`config.mk`:
```
export PLATFORM = sky130hd
export DESIGN_NAME = stp_converter
export DESIGN_NICKNAME = d
export VERILOG_FILES = /design/src/rtl/stp_pkg.sv /design/src/rtl/stp_sync2.sv /design/src/rtl/stp_converter.sv
export SDC_FILE = /design/constraint.sdc
export NUM_CORES = 1
export LEC_CHECK = 0
export ABC_CLOCK_PERIOD_IN_PS = 4300
export BUFFER_PORTS_ARGS = -buffer_cell sky130_fd_sc_hd__buf_2
export CAP_MARGIN = 0
export CORE_AREA = 4 4 59 61
export DETAILED_ROUTE_END_ITERATION = 8
export DIE_AREA = 0 0 63 65
export PLACE_DENSITY_LB_ADDON = 0.08
export SLEW_MARGIN = 40
export SYNTH_ARGS = -nofsm -noshare
export SYNTH_HDL_FRONTEND = slang
export SYNTH_SLANG_ARGS = --single-unit
export TNS_END_PERCENT = 1
```
`constraint.sdc`:
```
create_clock -name sys_clk -period 4.3 [get_ports sys_clk]
set_clock_uncertainty 0.15 [all_clocks]
set_input_delay 0.86 -clock sys_clk [delete_from_list [all_inputs] [get_ports sys_clk]]
set_output_delay 0.86 -clock sys_clk [all_outputs]
set_load 0.005 [all_outputs]
```
`src/rtl/stp_pkg.sv`:
```
`default_nettype none

package stp_pkg;

    // ------------------------------------------------------------
    // Word and divider shape
    // ------------------------------------------------------------
    localparam int unsigned WORD_BITS   = 4;
    localparam int unsigned DIV4_RATIO  = 4;
    localparam int unsigned DIV8_RATIO  = 8;
    localparam int unsigned PHASE_BITS  = 3;

    // Bit-slip pulse must stay high this many sampled cycles
    localparam int unsigned SLIP_MIN_CYCLES = 2;

    // Reset values
    localparam logic [PHASE_BITS-1:0] PHASE_RESET = 3'h0;
    localparam logic [WORD_BITS-1:0]  WORD_RESET  = 4'h0;

    // Phase at which a word is complete, and the divider step
    localparam logic [PHASE_BITS-1:0] PHASE_LAST4 = 3'h3;
    localparam logic [PHASE_BITS-1:0] PHASE_LAST8 = 3'h7;
    localparam logic [PHASE_BITS-1:0] PHASE_ONE   = 3'h1;

    // Slip detector states
    typedef enum logic [1:0] {
        STP_SLIP_IDLE,
        STP_SLIP_HIGH,
        STP_SLIP_ARMED
    } stp_slip_type;

endpackage

`default_nettype wire

```
`src/rtl/stp_sync2.sv`:
```
`timescale 1ns/1ps
`default_nettype none

// ------------------------------------------------------------
// Two-flop synchroniser for pin inputs
// ------------------------------------------------------------
module stp_sync2 #(
    parameter int unsigned WIDTH = 1
) (
    input  wire logic             sys_clk,
    input  wire logic             reset,
    input  wire logic [WIDTH-1:0] async_in,
    output var  logic [WIDTH-1:0] sync_out
);

    logic [WIDTH-1:0] meta_q;

    // First stage feeds only the second stage
    always_ff @(posedge sys_clk)
    begin
        if (reset)
        begin
            meta_q   <= '0;
            sync_out <= '0;
        end
        else
        begin
            meta_q   <= async_in;
            sync_out <= meta_q;
        end
    end

endmodule

`default_nettype wire

```
`src/rtl/stp_converter.sv`:
```
`timescale 1ns/1ps
`default_nettype none

module stp_converter (
    input  wire logic                           sys_clk,
    input  wire logic                           reset,
    input  wire logic                           serial_in_a,
    input  wire logic                           serial_in_b,
    input  wire logic                           input_select,
    input  wire logic                           mode_8bit,
    input  wire logic                           bit_slip_in,
    output var  logic [stp_pkg::WORD_BITS-1:0]  parallel_out,
    output var  logic                           div4_clock_out,
    output var  logic                           div4_clock_out_n,
    output var  logic                           div8_clock_out,
    output var  logic                           div8_clock_out_n
);

    // ------------------------------------------------------------
    // Pin synchronisers
    // ------------------------------------------------------------
    logic [4:0] pins_raw;
    logic [4:0] pins_sync;
    wire        sin_a_s;
    wire        sin_b_s;
    wire        sel_s;
    wire        mode_s;
    wire        slip_s;

    assign pins_raw = {serial_in_a, serial_in_b, input_select, mode_8bit, bit_slip_in};

    stp_sync2 #(
        .WIDTH    (5)
    ) u_sync (
        .sys_clk  (sys_clk),
        .reset    (reset),
        .async_in (pins_raw),
        .sync_out (pins_sync)
    );

    // All pins share one latency, so data and select stay aligned
    assign sin_a_s = pins_sync[4];
    assign sin_b_s = pins_sync[3];
    assign sel_s   = pins_sync[2];
    assign mode_s  = pins_sync[1];
    assign slip_s  = pins_sync[0];

    // ------------------------------------------------------------
    // Input selection
    // ------------------------------------------------------------
    wire serial_bit;
    assign serial_bit = sel_s ? sin_a_s : sin_b_s;

    // ------------------------------------------------------------
    // Bit-slip detection
    // ------------------------------------------------------------
    // Each qualified pulse yields one swallow; a held level
    // does not repeat, so each shift needs a new pulse.
    stp_pkg::stp_slip_type slip_state_q;
    stp_pkg::stp_slip_type slip_state_d;
    logic                  swallow;

    always_comb
    begin
        slip_state_d = slip_state_q;
        swallow      = 1'b0;
        case (slip_state_q)
            stp_pkg::STP_SLIP_IDLE:
            begin
                if (slip_s)
                begin
                    slip_state_d = stp_pkg::STP_SLIP_HIGH;
                end
            end
            stp_pkg::STP_SLIP_HIGH:
            begin
                // Second high sample meets the two-cycle minimum
                if (!slip_s)
                begin
                    slip_state_d = stp_pkg::STP_SLIP_IDLE;
                end
                else
                begin
                    swallow      = 1'b1;
                    slip_state_d = stp_pkg::STP_SLIP_ARMED;
                end
            end
            stp_pkg::STP_SLIP_ARMED:
            begin
                if (!slip_s)
                begin
                    slip_state_d = stp_pkg::STP_SLIP_IDLE;
                end
            end
            default:
            begin
                slip_state_d = stp_pkg::STP_SLIP_IDLE;
            end
        endcase
    end

    always_ff @(posedge sys_clk)
    begin
        if (reset)
        begin
            slip_state_q <= stp_pkg::STP_SLIP_IDLE;
        end
        else
        begin
            slip_state_q <= slip_state_d;
        end
    end

    // ------------------------------------------------------------
    // Divider phase
    // ------------------------------------------------------------
    // A swallow holds the phase for one clock, so the word
    // boundary moves one bit later in the stream.
    logic [stp_pkg::PHASE_BITS-1:0] phase_q;
    logic [stp_pkg::PHASE_BITS-1:0] phase_d;

    // Divider step; the count wraps at the top of its range
    function automatic logic [stp_pkg::PHASE_BITS-1:0] phase_step(
        input logic [stp_pkg::PHASE_BITS-1:0] phase
    );
        phase_step = phase + stp_pkg::PHASE_ONE;
    endfunction

    assign phase_d = swallow ? phase_q : phase_step(phase_q);

    // Reset puts every device in the same phase
    always_ff @(posedge sys_clk)
    begin
        if (reset)
        begin
            phase_q <= stp_pkg::PHASE_RESET;
        end
        else
        begin
            phase_q <= phase_d;
        end
    end

    // ------------------------------------------------------------
    // Shift register and word load
    // ------------------------------------------------------------
    logic [stp_pkg::WORD_BITS-1:0] shift_q;
    logic [stp_pkg::WORD_BITS-1:0] shift_d;
    wire                           word_done;
    wire                           load_word;

    // New bit enters the top; the oldest ends at bit 0
    assign shift_d = {serial_bit, shift_q[stp_pkg::WORD_BITS-1:1]};

    // Swallowed cycle is not a word boundary
    assign word_done = !swallow &&
                       (phase_q[1:0] == stp_pkg::PHASE_LAST4[1:0]);
    assign load_word = mode_s ? (word_done && phase_q == stp_pkg::PHASE_LAST8)
                              : word_done;

    always_ff @(posedge sys_clk)
    begin
        if (reset)
        begin
            shift_q      <= stp_pkg::WORD_RESET;
            parallel_out <= stp_pkg::WORD_RESET;
        end
        else
        begin
            shift_q <= shift_d;
            if (load_word)
            begin
                parallel_out <= shift_d;
            end
        end
    end

    // ------------------------------------------------------------
    // Divided clock outputs
    // ------------------------------------------------------------
    // Rising edge of div4 coincides with each 4-bit word load
    wire div4_next;
    wire div8_next;
    assign div4_next = ~phase_d[1];
    assign div8_next = ~phase_d[2];

    always_ff @(posedge sys_clk)
    begin
        if (reset)
        begin
            div4_clock_out   <= 1'b0;
            div4_clock_out_n <= 1'b1;
            div8_clock_out   <= 1'b0;
            div8_clock_out_n <= 1'b1;
        end
        else
        begin
            div4_clock_out   <= div4_next;
            div4_clock_out_n <= ~div4_next;
            div8_clock_out   <= div8_next;
            div8_clock_out_n <= ~div8_next;
        end
    end

    // ------------------------------------------------------------
    // Checks
    // ------------------------------------------------------------
    a_word_first_bit: assert property (@(posedge sys_clk) disable iff (reset)
        $past(load_word) |-> parallel_out[0] == $past(shift_q[1]))
        else $error("parallel bit 0 not oldest bit");

    a_div4_pair: assert property (@(posedge sys_clk) disable iff (reset)
        div4_clock_out != div4_clock_out_n)
        else $error("div4 pair not complementary");

    a_div8_pair: assert property (@(posedge sys_clk) disable iff (reset)
        div8_clock_out != div8_clock_out_n)
        else $error("div8 pair not complementary");

    a_slip_two_high: assert property (@(posedge sys_clk) disable iff (reset)
        swallow |-> slip_s && $past(slip_s) && !$past(swallow))
        else $error("swallow without two-cycle slip");

    a_slip_holds_phase: assert property (@(posedge sys_clk) disable iff (reset)
        swallow |=> phase_q == $past(phase_q))
        else $error("swallow did not hold phase");

    a_phase_advances: assert property (@(posedge sys_clk) disable iff (reset)
        !swallow |=> phase_q == phase_step($past(phase_q)))
        else $error("phase did not advance");

    a_mode4_spacing: assert property (@(posedge sys_clk) disable iff (reset)
        load_word && !mode_s |=> !load_word [*3])
        else $error("4-bit loads closer than four");

    a_mode8_spacing: assert property (@(posedge sys_clk) disable iff (reset)
        load_word && mode_s |=> !(load_word && mode_s) [*7])
        else $error("8-bit loads closer than eight");

    a_load_div4_rise: assert property (@(posedge sys_clk) disable iff (reset)
        load_word && !mode_s |=> div4_clock_out && !$past(div4_clock_out))
        else $error("word load not on div4 rise");

    a_select_path: assert property (@(posedge sys_clk) disable iff (reset)
        shift_q[stp_pkg::WORD_BITS-1] == $past(sel_s ? sin_a_s : sin_b_s))
        else $error("wrong serial input taken");

    a_loaded_newest: assert property (@(posedge sys_clk) disable iff (reset)
        load_word |=> parallel_out[stp_pkg::WORD_BITS-1] == $past(serial_bit))
        else $error("newest bit not on top output");

    a_word_stable: assert property (@(posedge sys_clk) disable iff (reset)
        !load_word |=> $stable(parallel_out))
        else $error("parallel word changed between loads");

    a_mode8_div8_rise: assert property (@(posedge sys_clk) disable iff (reset)
        load_word && mode_s |=> $rose(div8_clock_out))
        else $error("8-bit load not on div8 rise");

    // ------------------------------------------------------------
    // Divider and slip checks
    // ------------------------------------------------------------
    // Mode changes move no divider edge, so these hold in both modes
    a_div8_on_div4: assert property (@(posedge sys_clk) disable iff (reset)
        $changed(div8_clock_out) |-> $rose(div4_clock_out))
        else $error("div8 edge not on div4 rise");

    a_div4_fall_hold: assert property (@(posedge sys_clk) disable iff (reset)
        $fell(div4_clock_out) |=> !div4_clock_out)
        else $error("div4 low half too short");

    a_short_slip_ignored: assert property (@(posedge sys_clk) disable iff (reset)
        $rose(slip_s) ##1 !slip_s |-> !swallow)
        else $error("one-cycle slip caused a swallow");

    a_held_slip_once: assert property (@(posedge sys_clk) disable iff (reset)
        swallow |=> !swallow [*2])
        else $error("slip swallowed more than once");

    a_swallow_no_load: assert property (@(posedge sys_clk) disable iff (reset)
        swallow |-> !load_word)
        else $error("word loaded on a swallowed cycle");

    // Reset must leave every device in one known phase
    a_reset_clears: assert property (@(posedge sys_clk)
        reset |=> phase_q == stp_pkg::PHASE_RESET && parallel_out == stp_pkg::WORD_RESET
                  && !div4_clock_out && !div8_clock_out)
        else $error("reset left state uncleared");

endmodule

`default_nettype wire

```
### Yosys cells after proc, flatten, opt, wreduce, memory -nomap -nowiden

Cells that the tools add are included.

| word-level totals | value |
|---|---|
| register bits | 27 |
| word-level logic and storage cells | 34 |
| output and inout bits | 8 |

| cells by class | value |
|---|---|
| eq/ne operators | 6 |
| mux-type cells | 9 |
| bitwise logic cells | 2 |
| reduce and logical (&&, ||, !) cells | 5 |
| $add $sub $neg | 1 |

Operator list:

| operator | number |
|---|---|
| $mux 2 | 3 |
| $pmux 2 s3 | 1 |
| $eq 2x2->1 const B | 2 |
| $mux 1 | 4 |
| $add 3x1->3 const B | 1 |
| $eq 3x3->1 const B | 1 |
| $mux 3 | 1 |
| $eq 2x1->1 const B | 1 |
| $logic_and 1x1->1 | 2 |
| $logic_not 2->1 | 1 |
| $ne 2x1->1 const B | 1 |
| $ne 2x2->1 const B | 1 |
| $not 1->1 | 2 |
| $reduce_and 2->1 | 1 |
| $logic_not 1->1 | 1 |

### Logic depth before layout (Yosys ltp)

| logic depth | value |
|---|---|
| word-level depth | 6 |
| mapped depth | 5 |
| mapped depth without buffers | 5 |

### By module

Synthesis repeated with hierarchy kept, for this count alone.

| second synthesis, totals | value |
|---|---|
| cell total of the unflattened synthesis | 68 |
| area, all modules | 853.3 sq um |

Modules (own cells, without submodules):

| module | cells each | seq. area each (sq um) | times used | area an instance (sq um) |
|---|---|---|---|---|
| stp_converter | 48 | 320.3 | 1 | 590.6 |
| stp_sync2 | 20 | 200.2 | 1 | 262.8 |

### Worst setup path before layout

No wires, ideal clock.

| timing path | value |
|---|---|
| path type | in2reg |
| start point | in reset |
| end point | reg div4_clock_out |
| data required time | 4,034 ps |
| slack | 2,713 ps |
| arrival time | 1,321 ps |
| library setup time | 116 ps |
| cell stages on the path | 2 |
| buffers on the path | 1 |
| cells stage by stage | clkbuf_1 and2b_2 |

RTL lines:

| item | line | RTL |
|---|---|---|
| start, declared | stp_converter.sv:6 | `input wire logic reset,` |
| end signal, assigned | stp_converter.sv:198 | `div4_clock_out <= div4_next;` |
| end, declared | stp_converter.sv:13 | `output var logic div4_clock_out,` |

No word-level cell between the ends.

### Final worst setup path

| timing path | value |
|---|---|
| start point | reg parallel_out[0] in the netlist's numbering |
| end point | out parallel_out[0] in the netlist's numbering |

RTL lines:

| item | line | RTL |
|---|---|---|
| start, declared | stp_converter.sv:12 | `output var logic [stp_pkg::WORD_BITS-1:0] parallel_out,` |
| start signal, assigned | stp_converter.sv:166 | `parallel_out <= stp_pkg::WORD_RESET;` |
| start signal, assigned | stp_converter.sv:173 | `parallel_out <= shift_d;` |

No word-level cell between the ends.

==> impl_results.md <==
- First-pass GRT wire length: ~2.0 mm
- Buffers & Inverters on Critical Path: 1
- Crit path to: parallel_out[0]
- GR met2 Demand/Resource: 0.0988
- R2R setup slack: 2630 ps
- VDD IR-drop max: 0.000134 V
- Avg Cell Area, Syn: between 10 and 15 um2
- Top Usage Layer GRT: met2
- Fraction of layout cells with a size suffix above 1: 0.286
- Leakage: roughly 0.47 nW
- Hold Slack: roughly 300 ps
- Final global-route overflow total: 0
- Unique masters post-synth: 15
- Critical Path RT: between 3000 and 4000 ps
- Initial antenna violation count: 0
- PnR Total Power: about 0.38 mW
- Fin cells: ~120
- Syn Inst Count: ~70
- Worst skew pair latency: between 300 and 400 ps
- Initial DRC Count: 3
- Critical path's largest stage delay: 350 ps
- Worst path top cell family by delay: flip-flops
- Dpl hpwl: roughly 760 um
- Reg area: between 500 and 600 um2
- I/O Pins: 15
- Most frequent cells in the layout: dfxtp_1, buf_2, nor2b_1
- Pwr Density: roughly 400 nW/um2
- Cell Area, Synth: around 860 um2
- Die Ht: around 65 um
- Fmax: 563 MHz
- Postcts setup bufs: 0
- Hold Crit Class: register to register
- CTS Hold Bufs: 0
- Drt wl/cell: 9.60 um
- Number of synthesized register bits: 26
- CP Depth: 1
- Worst Setup Path Type: register to output pin
- Sink Count: 26
- Synth Net Count: just under 80
- Largest net degree at the start of global routing: 28
- Horiz. Die Dim: approximately 63 um
- Nature of the critical path startpoint: register
- Grt met1 use: 0.0668
- Drt total wl: between 1 and 1.5 mm
- Worst R2R Start: phase_q[0]
- Starting Density: 0.289
- Vias in the first global route: approximately 460
- Crit path time final: ~1800 ps
- Nature of the critical path endpoint: output pin
- Post-CTS sizing: 0
- WP data arrival: 770 ps
- Max Slew Vio Count: 0
- Antenna cell count: 0
- Area Growth Syn to Fin: 14.7%
- Core area: 2980 um2
- Remaining antenna violation count: 0
- GP Congestion: ~0.6
- Multi-input gate area: around 330 um2
- Final net count: 95
- Fin crit share: 0.413
- TritonCTS Buffers: 3
- Placed insts: roughly 110
- Clock Path Buffers: 2
- Fillcell total: about 310
- Rel. slew slack: 0.720
- RSZ-0062 raised after global routing: false
- CTS root buf: clkbuf_4
- Vias post-DR: between 400 and 500
- Reg clk slew, reported paths: approximately 130 ps
- Row count: 20
- Tot GR Track Use: 0.0637
- Register area share after synthesis: 0.606
- Util after Layout: 0.331
- Reg-to-Reg End: parallel_out[1]
- Worst Tran Pin Value: 421 ps
- Slowest-stage cell, CP: dfxtp_1
- Drt first pass iters: 2
- Max-cap violations: 0
- Critical path fanouts, max: 2
- Die area: slightly above 4000 um2
- Post-Route Setup TNS: 0 ps
- Htree depth: 1
- Via density: slightly above 4
- Status: complete, no violations
- Port Buf Inserts: 14
- CTS tree: done
- YS warnings: 0
- Setup crit start: parallel_out[0]
- GR Util met3: 0.0243
- Sequence of cells on the critical path: buf_2
- Commonest non-fill, non-tap cell in the layout: dfxtp_1
- Endpoints failing hold: 0
- Setup-violating endpoint count in the final report: 0
- R2R depth: 5
- Remaining DRCs: 0
-- Yosys cell counts --
cell	count	share of area
nand2b_1	5	0.036
mux2_2	3	0.039
xnor2_1	2	0.020
mux2i_1	4	0.047
nor4b_1	1	0.010
nor2b_1	12	0.087
nand3b_4	1	0.023
and2b_1	3	0.026
clkbuf_1	2	0.0087
and2b_2	2	0.020
ha_1	2	0.029
nor3b_1	1	0.0087
dfxtp_1	26	0.61
nor2_1	4	0.017
nand3_4	1	0.020
-- state kept, by name, summed over array words and instances, names as in the netlist --
register and flops:
parallel_out 4, u_sync.meta_q 5, slip_state_q 2, div4_clock_out 1
div8_clock_out_n 1, u_sync.sync_out 5, phase_q 3, shift_q 3
div8_clock_out 1, div4_clock_out_n 1
-- cell type report --
type	count	area share
tap	33	0.0419
multi-input combinational	41	0.336
timing repair buffer	14	0.0711
sequential	26	0.528
clock buffer	3	0.0228
-- worst min-delay path by stage --
stage,from,endpoint,slack [ps],cells past startpoint
6_report,u_sync.meta_q[0],u_sync.sync_out[0],300,1
5_1_grt,u_sync.meta_q[4],u_sync.sync_out[4],320,1
4_1_cts,u_sync.meta_q[0],u_sync.sync_out[0],300,1
3_3_place_gp,u_sync.meta_q[1],u_sync.sync_out[1],270,1
2_1_floorplan,u_sync.meta_q[0],u_sync.sync_out[0],260,1
3_5_place_dp,u_sync.meta_q[0],u_sync.sync_out[0],270,1
-- kinds of logic after synthesis --
kind of cell / synth area share
adder cells (fa/ha/maj): 0.0291
XOR/XNOR: 0.0204
multiplexers: 0.0859
buffers and inverters: 0.00874
flip-flops: 0.606
AND/OR/NAND/NOR: 0.250
-- power by group --
part           total, mW  switching, mW  internal [mW]
sequential         0.257        0.00395          0.253
clock             0.0988         0.0660         0.0327
combinational     0.0277         0.0126         0.0150
total              0.383         0.0826          0.301
-- per-stage QoR --
stage                     setup WS [ps]  instance area, um2
after floorplan                    2710                 860
after global placement             2310                 963
after detailed placement           2300                 963
after CTS                          2490                 986
after global routing               2450                 986
final                              2520                 986
-- per-layer routing --
metal,vias to the layer above,part of all wire
met5,-,0
met4,0,0.022
met3,4,0.072
met2,14,0.44
met1,202,0.47
li1,253,-
Power figures use the tool's default switching activity.
